File: src/hw/tms_regs.vh
// Behaviour
// - Master input data sampled on input clock, PLL with loopback
// - Master outputs always driven by the PLL
// - Divided slave divides input clock, never faster
// - Multiplied slave uses synced high-speed clock
// - Slave modes sample input data on input clock
// - Slave default: PLL-only outputs stay off
// - Slave enable bit runs PLL-only outputs
// - PLL domain independent of switch domain
// - Master PLL locks to selected reference rate
// - Master output stream and all outputs from PLL
// - Internal loopback bit routes PLL timing back
// - Divided slave streams driven by input clock
// - Multiplied slave output stream from multiplied clock
// - Bypass passes input clock, multiplied multiplies
`ifndef TMS_REGS_VH
`define TMS_REGS_VH
// -------------------------------------------------
// Register byte offsets
// -------------------------------------------------
`define TMS_CTRL_OFS 8'h00
`define TMS_STAT_OFS 8'h04
`define TMS_PER_OFS 8'h08
// -------------------------------------------------
// Control field positions
// -------------------------------------------------
`define TMS_CTRL_OPM_LSB 0
`define TMS_CTRL_SLVEN_BIT 2
`define TMS_CTRL_LOOP_BIT 3
`define TMS_CTRL_REF_LSB 4
`define TMS_CTRL_RATE_LSB 6
`define TMS_CTRL_RST 32'h00000000
// -------------------------------------------------
// Operating mode codes
// -------------------------------------------------
`define TMS_OPM_MASTER 2'h0
`define TMS_OPM_DIV 2'h1
`define TMS_OPM_MULT 2'h3
// -------------------------------------------------
// Reference rate codes, rate pin codes
// -------------------------------------------------
`define TMS_REF_RATE_MAX 3'h6
`define TMS_RATE_PINS_4M 2'h3
// -------------------------------------------------
// Timing counts
// -------------------------------------------------
`define TMS_PER_W 12
`define TMS_FCNT_W 6
`endif

File: src/hw/tms_clk_div.v
`timescale 1ns/1ps
`include "tms_regs.vh"
// -------------------------------------------------
// Divider chain: base tick to clocks and frame syncs
// -------------------------------------------------
module tms_clk_div #(
  parameter NCLK = 4,
  parameter NOFS = 3
) (
  input wire clk_i,
  input wire rst_n_i,
  input wire tick_i,
  input wire frame_i,
  output wire [NCLK-1:0] clk_o,
  output reg [NCLK-1:0] fs_o,
  output reg [NOFS-1:0] ofs_o
);
  // Half-period counter, each bit a divided clock
  reg [NCLK-1:0] cnt_ff;
  // Half-periods since last frame, saturating
  reg [`TMS_FCNT_W-1:0] fcnt_ff;
  genvar k;

  // Counter advances per tick, frame realigns it
  always @(posedge clk_i or negedge rst_n_i) begin
    if (!rst_n_i) begin
      cnt_ff <= {NCLK{1'b0}};
      fcnt_ff <= {`TMS_FCNT_W{1'b1}};
    end else if (tick_i) begin
      if (frame_i) begin
        cnt_ff <= {NCLK{1'b0}};
        fcnt_ff <= {`TMS_FCNT_W{1'b0}};
      end else begin
        cnt_ff <= cnt_ff + {{(NCLK-1){1'b0}}, 1'b1};
        if (fcnt_ff != {`TMS_FCNT_W{1'b1}}) begin
          fcnt_ff <= fcnt_ff + {{(`TMS_FCNT_W-1){1'b0}}, 1'b1};
        end
      end
    end
  end

  // Clock k runs at base rate over two to the k
  assign clk_o = cnt_ff;

  // Frame syncs one period of their own clock wide
  generate
    for (k = 0; k < NCLK; k = k + 1) begin : g_fs
      always @(posedge clk_i or negedge rst_n_i) begin
        if (!rst_n_i) begin
          fs_o[k] <= 1'b0;
        end else begin
          fs_o[k] <= (fcnt_ff < (2 << k));
        end
      end
    end
    // Offset syncs follow right after the normal ones
    for (k = 0; k < NOFS; k = k + 1) begin : g_ofs
      always @(posedge clk_i or negedge rst_n_i) begin
        if (!rst_n_i) begin
          ofs_o[k] <= 1'b0;
        end else begin
          ofs_o[k] <= (fcnt_ff >= (2 << k)) && (fcnt_ff < (4 << k));
        end
      end
    end
  endgenerate
endmodule // tms_clk_div

File: src/hw/tms_timing_mode.v
`timescale 1ns/1ps
`include "tms_regs.vh"
// -------------------------------------------------
// Timing mode select with Wishbone registers
// -------------------------------------------------
module tms_timing_mode (
  input wire sys_clk_i,
  input wire resetn_i,
  // Wishbone slave
  input wire wb_cyc_i,
  input wire wb_stb_i,
  input wire wb_we_i,
  input wire [7:0] wb_adr_i,
  input wire [3:0] wb_sel_i,
  input wire [31:0] wb_dat_i,
  output reg [31:0] wb_dat_o,
  output reg wb_ack_o,
  // Pins from outside the clock domain
  input wire input_clock_i,
  input wire input_frame_sync_i,
  input wire [1:0] input_clock_rate_pins_i,
  input wire oscillator_present_pin_i,
  // Embedded PLL outputs, own domain
  input wire pll_clock_i,
  input wire pll_frame_sync_i,
  // Controls toward the embedded PLL
  output reg pll_enable_o,
  output reg [1:0] pll_ref_select_o,
  output reg [2:0] pll_ref_rate_o,
  // Generated timing
  output wire [3:0] switch_output_clocks_o,
  output wire [3:0] output_frame_syncs_o,
  output wire [2:0] offset_frame_syncs_o,
  output reg pll_only_clock_a_o,
  output reg pll_only_clock_b_o,
  output reg pll_only_frame_sync_o,
  // Stream strobes
  output reg stream_out_strobe_o,
  output reg stream_in_sample_o
);
  // -------------------------------------------------
  // Reset release
  // -------------------------------------------------
  // Two-stage release of the async reset
  reg [1:0] rst_sync_ff;
  wire rst_n;

  // Release after two edges
  always @(posedge sys_clk_i or negedge resetn_i) begin
    if (!resetn_i) begin
      rst_sync_ff <= 2'h0;
    end else begin
      rst_sync_ff <= {rst_sync_ff[0], 1'b1};
    end
  end
  assign rst_n = rst_sync_ff[1];

  // -------------------------------------------------
  // Pin synchronisers
  // -------------------------------------------------
  // Inputs: ck, fp, pll ck, pll fp, rate0, rate1, osc
  localparam NSYN = 7;
  wire [NSYN-1:0] raw_in;
  reg [NSYN-1:0] syn1_ff;
  reg [NSYN-1:0] syn2_ff;
  reg [NSYN-1:0] syn3_ff;
  // Accepted level once stages two and three agree
  reg [NSYN-1:0] lvl_ff;
  // Previous accepted level for edge finding
  reg [NSYN-1:0] lvl_d_ff;
  genvar i;

  assign raw_in = {oscillator_present_pin_i, input_clock_rate_pins_i,
                   pll_frame_sync_i, pll_clock_i, input_frame_sync_i,
                   input_clock_i};

  // Three flops per input, agreement filter
  generate
    for (i = 0; i < NSYN; i = i + 1) begin : g_syn
      always @(posedge sys_clk_i or negedge rst_n) begin
        if (!rst_n) begin
          syn1_ff[i] <= 1'b0;
          syn2_ff[i] <= 1'b0;
          syn3_ff[i] <= 1'b0;
          lvl_ff[i] <= 1'b0;
          lvl_d_ff[i] <= 1'b0;
        end else begin
          syn1_ff[i] <= raw_in[i];
          syn2_ff[i] <= syn1_ff[i];
          syn3_ff[i] <= syn2_ff[i];
          if (syn2_ff[i] == syn3_ff[i]) begin
            lvl_ff[i] <= syn3_ff[i];
          end
          lvl_d_ff[i] <= lvl_ff[i];
        end
      end
    end
  endgenerate

  // Edges of the accepted levels
  wire ck_rise = lvl_ff[0] & ~lvl_d_ff[0];
  wire ck_fall = ~lvl_ff[0] & lvl_d_ff[0];
  wire fp_edge = lvl_ff[1] ^ lvl_d_ff[1];
  wire pk_rise = lvl_ff[2] & ~lvl_d_ff[2];
  wire pk_fall = ~lvl_ff[2] & lvl_d_ff[2];
  wire pf_edge = lvl_ff[3] ^ lvl_d_ff[3];
  wire [1:0] rate_pins = lvl_ff[5:4];
  wire osc_present = lvl_ff[6];

  // -------------------------------------------------
  // Control register
  // -------------------------------------------------
  reg [31:0] ctrl_ff;
  wire [1:0] operating_mode_field = ctrl_ff[`TMS_CTRL_OPM_LSB +: 2];
  wire slv_pll_en = ctrl_ff[`TMS_CTRL_SLVEN_BIT];
  wire int_loop = ctrl_ff[`TMS_CTRL_LOOP_BIT];
  wire [1:0] ref_sel = ctrl_ff[`TMS_CTRL_REF_LSB +: 2];
  wire [2:0] ref_rate = ctrl_ff[`TMS_CTRL_RATE_LSB +: 3];
  // Reserved code 10 runs as master
  wire is_div = (operating_mode_field == `TMS_OPM_DIV);
  wire is_mult = (operating_mode_field == `TMS_OPM_MULT);
  wire is_master = ~is_div & ~is_mult;

  // -------------------------------------------------
  // Wishbone slave
  // -------------------------------------------------
  wire wb_req = wb_cyc_i & wb_stb_i & ~wb_ack_o;
  wire [31:0] stat_val;
  reg [`TMS_PER_W-1:0] period_ff;
  reg [31:0] nxt_rdat;
  integer b;

  // Read data selection by offset
  always @* begin
    case (wb_adr_i)
      `TMS_CTRL_OFS: begin
        nxt_rdat = ctrl_ff;
      end
      `TMS_STAT_OFS: begin
        nxt_rdat = stat_val;
      end
      `TMS_PER_OFS: begin
        nxt_rdat = {{(32-`TMS_PER_W){1'b0}}, period_ff};
      end
      default: begin
        // Unmapped reads as zero
        nxt_rdat = 32'h00000000;
      end
    endcase
  end

  // One-cycle ack, byte-lane writes
  always @(posedge sys_clk_i or negedge rst_n) begin
    if (!rst_n) begin
      wb_ack_o <= 1'b0;
      wb_dat_o <= 32'h00000000;
      ctrl_ff <= `TMS_CTRL_RST;
    end else begin
      wb_ack_o <= wb_req;
      if (wb_req) begin
        wb_dat_o <= nxt_rdat;
      end
      if (wb_req && wb_we_i && (wb_adr_i == `TMS_CTRL_OFS)) begin
        for (b = 0; b < 4; b = b + 1) begin
          if (wb_sel_i[b]) begin
            ctrl_ff[8*b +: 8] <= wb_dat_i[8*b +: 8];
          end
        end
      end
    end
  end

  // -------------------------------------------------
  // PLL control outputs
  // -------------------------------------------------
  // Enable, reference and rate toward the PLL
  always @(posedge sys_clk_i or negedge rst_n) begin
    if (!rst_n) begin
      pll_enable_o <= 1'b0;
      pll_ref_select_o <= 2'h0;
      pll_ref_rate_o <= 3'h0;
    end else begin
      pll_enable_o <= is_master | slv_pll_en;
      pll_ref_select_o <= ref_sel;
      if (ref_rate > `TMS_REF_RATE_MAX) begin
        pll_ref_rate_o <= `TMS_REF_RATE_MAX;
      end else begin
        pll_ref_rate_o <= ref_rate;
      end
    end
  end

  // -------------------------------------------------
  // Input clock period measurement
  // -------------------------------------------------
  // System cycles since last input clock rise
  reg [`TMS_PER_W-1:0] pcnt_ff;
  // Multiplied tick spacing and its counter
  reg [`TMS_PER_W-1:0] mcnt_ff;
  wire [`TMS_PER_W-1:0] sat = {`TMS_PER_W{1'b1}};
  // eight times for 4M, else four times
  wire [`TMS_PER_W-1:0] mult_gap_raw = (rate_pins == `TMS_RATE_PINS_4M) ?
                                       (period_ff >> 3) : (period_ff >> 2);
  wire [`TMS_PER_W-1:0] mult_gap = (mult_gap_raw == {`TMS_PER_W{1'b0}}) ?
                                   {{(`TMS_PER_W-1){1'b0}}, 1'b1} : mult_gap_raw;
  wire mult_tick;

  // Period capture at each input clock rise
  always @(posedge sys_clk_i or negedge rst_n) begin
    if (!rst_n) begin
      pcnt_ff <= {`TMS_PER_W{1'b0}};
      period_ff <= {`TMS_PER_W{1'b0}};
    end else if (ck_rise) begin
      period_ff <= pcnt_ff + {{(`TMS_PER_W-1){1'b0}}, 1'b1};
      pcnt_ff <= {`TMS_PER_W{1'b0}};
    end else if (pcnt_ff != sat) begin
      pcnt_ff <= pcnt_ff + {{(`TMS_PER_W-1){1'b0}}, 1'b1};
    end
  end

  // -------------------------------------------------
  // Multiplied clock generator
  // -------------------------------------------------
  // high-speed tick resynced to input clock
  always @(posedge sys_clk_i or negedge rst_n) begin
    if (!rst_n) begin
      mcnt_ff <= {`TMS_PER_W{1'b0}};
    end else if (ck_rise || mult_tick) begin
      mcnt_ff <= {`TMS_PER_W{1'b0}};
    end else begin
      mcnt_ff <= mcnt_ff + {{(`TMS_PER_W-1){1'b0}}, 1'b1};
    end
  end
  assign mult_tick = ck_rise | (mcnt_ff + {{(`TMS_PER_W-1){1'b0}}, 1'b1} >= mult_gap);

  // -------------------------------------------------
  // Timing source selection
  // -------------------------------------------------
  reg base_tick;
  reg base_frame;
  reg out_edge;
  reg in_edge;

  // Pick base tick, frame and stream strobes
  always @* begin
    base_tick = 1'b0;
    base_frame = 1'b0;
    out_edge = 1'b0;
    in_edge = 1'b0;
    if (is_master) begin
      base_tick = pk_rise | pk_fall;
      base_frame = pf_edge & lvl_ff[3];
      out_edge = pk_fall;
      if (int_loop) begin
        in_edge = pk_rise;
      end else begin
        in_edge = ck_rise;
      end
    end else if (is_div) begin
      base_tick = ck_rise | ck_fall;
      base_frame = fp_edge & lvl_ff[1];
      out_edge = ck_fall;
      in_edge = ck_rise;
    end else begin
      base_tick = mult_tick;
      base_frame = fp_edge & lvl_ff[1];
      out_edge = mult_tick;
      in_edge = ck_rise;
    end
  end

  // Stream strobes registered
  always @(posedge sys_clk_i or negedge rst_n) begin
    if (!rst_n) begin
      stream_out_strobe_o <= 1'b0;
      stream_in_sample_o <= 1'b0;
    end else begin
      stream_out_strobe_o <= out_edge;
      stream_in_sample_o <= in_edge;
    end
  end

  // -------------------------------------------------
  // Switch output clock chain
  // -------------------------------------------------
  // Frame held until the next base tick
  reg frame_pend_ff;

  // Latch frame, consume it with a tick
  always @(posedge sys_clk_i or negedge rst_n) begin
    if (!rst_n) begin
      frame_pend_ff <= 1'b0;
    end else if (base_tick) begin
      // Tick uses any frame now, no second realign
      frame_pend_ff <= 1'b0;
    end else if (base_frame) begin
      frame_pend_ff <= 1'b1;
    end
  end

  // Divider chain for clocks and frame syncs
  tms_clk_div #(
    .NCLK(4),
    .NOFS(3)
  ) u_tms_clk_div (
    .clk_i(sys_clk_i),
    .rst_n_i(rst_n),
    .tick_i(base_tick),
    .frame_i(frame_pend_ff | base_frame),
    .clk_o(switch_output_clocks_o),
    .fs_o(output_frame_syncs_o),
    .ofs_o(offset_frame_syncs_o)
  );

  // -------------------------------------------------
  // PLL-only outputs
  // -------------------------------------------------
  // Second PLL-only clock at half rate
  reg pll_half_ff;
  wire pll_on = is_master | slv_pll_en;

  always @(posedge sys_clk_i or negedge rst_n) begin
    if (!rst_n) begin
      pll_half_ff <= 1'b0;
      pll_only_clock_a_o <= 1'b0;
      pll_only_clock_b_o <= 1'b0;
      pll_only_frame_sync_o <= 1'b0;
    end else begin
      if (pk_rise) begin
        pll_half_ff <= ~pll_half_ff;
      end
      pll_only_clock_a_o <= pll_on & lvl_ff[2];
      pll_only_clock_b_o <= pll_on & pll_half_ff;
      pll_only_frame_sync_o <= pll_on & lvl_ff[3];
    end
  end

  // -------------------------------------------------
  // Status word
  // -------------------------------------------------
  // Live mode and pin view
  assign stat_val = {24'h000000, osc_present, rate_pins, pll_on,
                     lvl_ff[0], is_mult, is_div, is_master};
endmodule // tms_timing_mode

File: config.mk
export PLATFORM = sky130hd
export DESIGN_NAME = tms_timing_mode
export DESIGN_NICKNAME = d
export VERILOG_FILES = /design/src/hw/tms_clk_div.v /design/src/hw/tms_timing_mode.v
export VERILOG_INCLUDE_DIRS = /design/src /design/src/hw
export SDC_FILE = /design/constraint.sdc
export NUM_CORES = 1
export LEC_CHECK = 0
export BUFFER_PORTS_ARGS = -buffer_cell sky130_fd_sc_hd__buf_2
export CAP_MARGIN = 20
export CORE_ASPECT_RATIO = 1.2
export CORE_MARGIN = 2
export CORE_UTILIZATION = 51
export DETAILED_ROUTE_END_ITERATION = 12
export HOLD_SLACK_MARGIN = 0.05
export PLACE_DENSITY = 0.8
export SYNTH_ARGS = -nofsm -noshare
export SYNTH_HDL_FRONTEND = slang
export SYNTH_SLANG_ARGS = --single-unit
File: constraint.sdc
create_clock -name sys_clk_i -period 4.98 [get_ports sys_clk_i]
set_input_delay 0.249 -clock sys_clk_i [delete_from_list [all_inputs] [get_ports sys_clk_i]]
set_output_delay 0.249 -clock sys_clk_i [all_outputs]
set_load 0.005 [all_outputs]
==> flow_summary.json <==
{
  "run_status": "finished, final reports clean",
  "core.rowCount": 45,
  "sequential_cell_area_sq_um": 4140,
  "viasPerCell": 5.52,
  "timing.final.crit_share_pct": 73.7,
  "globalRouteTotalUtil_pct": 22.6,
  "nets": 741,
  "synth_async_sr_flop_share_pct": 100,
  "maxCapViolations": 0,
  "maximum_number_of_pins_on_one_net_before_global_route_repair": 80,
  "post_drt_wl_per_cell_um": 17.6,
  "dr_total_vias": 4656,
  "number_of_warnings_issued_by_yosys": 0,
  "cts.repair.resized": 0,
  "port_buffers": 110,
  "grt_antenna_before_repair": 0,
  "fin_worst_skew_ns": 0.0123,
  "finalSetupTns_ns": 0,
  "fillers": 974,
  "grt.overflow.total": 0,
  "area_of_the_die_sq_um": 14100,
  "dominantRegCellSynth": "dfrtp_1",
  "cp.arrival_ns": 4.02,
  "ys_seq_area_share_pct": 61.7,
  "class_of_the_most_critical_hold_timing_path": "in -> reg",
  "path_depth": 11,
  "preCtsSetupSlack_ns": 1.36,
  "place.detailed.hpwl_um": 10300,
  "dieWidth_um": 109,
  "cell_count_after_synthesis": 539,
  "multiInputGateArea_sq_um": 2420,
  "pwr_density_cell_nw_per_um2": 421,
  "crit_path_max_fanout": 17,
  "number_of_register_bits_inferred_by_synthesis": 165,
  "fmax_mhz": 272,
  "grt_setup_unrepaired": "no",
  "floorplan.initialDensity_pct": 52.7,
  "report.final.setup_viol": 0,
  "critical_path.top_delay_family": "compound AO/OA/AOI/OAI gates",
  "hold_violations": 0,
  "critical_path.cell_chain": "nand2_1, mux2i_1, nand4_1, o21ai_0, ha_1, nand2b_1, a2111o_1, a311o_1, o21ai_2, nor3b_1, mux2_2",
  "gp_congestion": 0.912,
  "clock_sinks": 165,
  "clock-root-buffer": "clkbuf_16",
  "leakagePower_nw": 4.12,
  "required_ns": 5.33,
  "dr.first_iter.drc_count": 309,
  "drt_pass_1_iters": 5,
  "grt_first_pass_wirelength_um": 24300,
  "whs_ns": 0.0572,
  "post-cts-setup-buffer-count": 0,
  "postSynthAreaPerCell_sq_um": 12.4,
  "utilization_pct": 64.4,
  "endpoint_kind": "register",
  "route.final.wire_length_um": 14800,
  "antenna_violating_nets_post_route": 0,
  "critical_path_buf_inv_count": 0,
  "hold_path_depth": 2,
  "floorplan.core_area_sq_um": 12700,
  "cts_hold_repair.buffers": 14,
  "path_clk_slew_ns": 0.06,
  "max_stage_delay_ns": 0.51,
  "synthDistinctLibCells": 50,
  "cp_slowest_cell": "o21ai_2",
  "tritoncts.num_buffers": 17,
  "htree_levels": 4,
  "reg2regPathDepth": 11,
  "grt_pass1_vias": 4816,
  "final_max_slew_viol_count": 0,
  "cts_tree": "done",
  "max_slew.worst_pin.slew_ns": 0.972,
  "number_of_synthesized_flops_with_an_enable_pin": 0,
  "max-clock-path-buffers": 2,
  "die_h_um": 130,
  "slew-limit-headroom_pct": 35.0,
  "mappedNetlistArea_sq_um": 6710,
  "worst_slack_ns": 1.31,
  "insertedDiodeCount": 0,
  "worstSetupStartpointType": "register",
  "area_delta_synth_final_pct": 22.2,
  "io-pin-count": 111,
  "timing.final.crit_period_ns": 3.67,
  "final_layout_size_suffix_gt1_share_pct": 27.8,
  "clock_latency_of_the_later_clocked_register_in_the_worst_skew_pair_ns": 0.42,
  "critical_path_class": "reg -> reg",
  "power.ir.vdd_worst_uv": 266,
  "drc_errors": 0
}
[cell usage in the layout (no fill, tap or decap), drive strengths merged, types with 12 or more instances in the layout]
| cell type | Yosys | layout |
|---|---|---|
| a21oi | 28 | 28 |
| a22o | 21 | 21 |
| buf | 4 | 115 |
| clkbuf | 18 | 24 |
| dfrtp | 159 | 159 |
| dlygate4sd3 | 0 | 14 |
| ha | 19 | 19 |
| inv | 15 | 15 |
| mux2 | 34 | 34 |
| mux2i | 21 | 21 |
| nand2 | 22 | 22 |
| nand3 | 22 | 22 |
| nor2 | 40 | 40 |
| nor2b | 12 | 12 |
| o21ai | 22 | 22 |
| xor2 | 12 | 12 |
[stage by stage]
step	instances	total power, mW	instance area (sq um)
after floorplan	540	1.87	6710
after global placement	797	2.01	7410
after detailed placement	797	2.04	7410
after CTS	843	3.47	8200
after global routing	843	3.61	8200
final	843	3.45	8200
[where the power goes]
group	leakage (nW)	total, mW	internal [mW]	switching (mW)
Sequential	2.13	1.61	1.48	0.133
Combinational	1.68	0.416	0.197	0.220
Clock	0.309	1.42	0.917	0.503
[registers in the layout, summed over array words and instances, names as in the netlist, 2 cells and up]
signal / cells
u_tms_clk_div.fcnt_ff: 6
mcnt_ff: 12
syn3_ff: 7
lvl_ff: 6
lvl_d_ff: 4
syn1_ff: 7
pll_ref_select_o: 2
period_ff: 12
wb_dat_o: 32
rst_sync_ff: 2
u_tms_clk_div.fs_o: 4
u_tms_clk_div.ofs_o: 3
u_tms_clk_div.clk_o: 4
ctrl_ff: 32
pll_ref_rate_o: 3
syn2_ff: 7
pcnt_ff: 12
[worst paths after layout]
check                                    startpoint                              endpoint  slack (ns)
min reg2reg                    syn1_ff[1]$_DFF_PN0_                  syn2_ff[1]$_DFF_PN0_        0.35
max reg2reg                   lvl_ff[4]$_DFFE_PN0N_  u_tms_clk_div.fcnt_ff[0]$_DFFE_PN1P_        1.31
max                           lvl_ff[4]$_DFFE_PN0N_  u_tms_clk_div.fcnt_ff[0]$_DFFE_PN1P_        1.31
max in group asynchronous  rst_sync_ff[1]$_DFF_PN0_                  mcnt_ff[1]$_DFF_PN0_        3.35
min                                    wb_dat_i[13]               ctrl_ff[13]$_DFFE_PN0P_        0.06
min in group asynchronous                  resetn_i              rst_sync_ff[1]$_DFF_PN0_        0.14
[area by class of cell]
type                    instances  share of cell area, %
flip-flops and latches        165                   50.5
multi-input cells             338                   29.6
clock buffers                  24                   5.75
clock inverters                 8                   2.09
inverters                      15                  0.687
repair buffers                129                   8.88
well taps                     164                   2.50
[worst register-to-register path, stage by stage, from the launching register on]
cell and delay, ns:
dfrtp_1 0.41, nand2_1 0.41, mux2i_1 0.32, nand4_1 0.12, o21ai_0 0.22, ha_1 0.25
nand2b_1 0.14, a2111o_1 0.41, a311o_1 0.37, o21ai_2 0.51, nor3b_1 0.15, mux2_2 0.30
[per-layer routing]
metal	vias to the layer above	GRT usage (%)	routed length [um]	share of wire (%)
li1	2145	-	-	-
met1	2344	30.0	6300	42
met2	142	36.3	7580	51
met3	25	5.53	623	4.2
met4	0	8.67	338	2.3
met5	-	0	0	0
[cell families (layout without fill, tap and decap cells)]
logic type / after synthesis / count (layout) / share of synthesized area, %
compound gates: 98 / 98 / 9.66
simple gates: 135 / 135 / 10.1
other cells: 2 / 3 / 0.112
mux: 55 / 55 / 8.84
xor+xnor: 21 / 21 / 2.74
fa+ha+maj: 26 / 26 / 4.59
flops: 165 / 165 / 61.7
buf+inv: 37 / 176 / 2.26
[cell usage after synthesis, types with 3 or more instances]
cell | count | area [sq um]
and3_1 | 9 | 56.3
nand4_1 | 3 | 18.8
nand3_1 | 22 | 110
mux2i_1 | 21 | 210
inv_1 | 15 | 56.3
mux2_2 | 34 | 383
o21ai_0 | 21 | 105
a21boi_0 | 3 | 22.5
dfstp_2 | 6 | 158
a31oi_1 | 8 | 50.1
clkbuf_1 | 17 | 63.8
a22o_1 | 21 | 184
nand2_1 | 22 | 82.6
maj3_1 | 7 | 70.1
nor2_1 | 39 | 146
and2_1 | 8 | 50.1
nor2b_1 | 12 | 75.1
nand2b_1 | 4 | 25.0
dfrtp_1 | 159 | 3980
xnor2_1 | 9 | 78.8
nor3_1 | 5 | 25.0
a21oi_1 | 28 | 140
xor2_1 | 12 | 105
ha_1 | 19 | 238
o22a_1 | 3 | 26.3
Power figures use the tool's default switching activity.
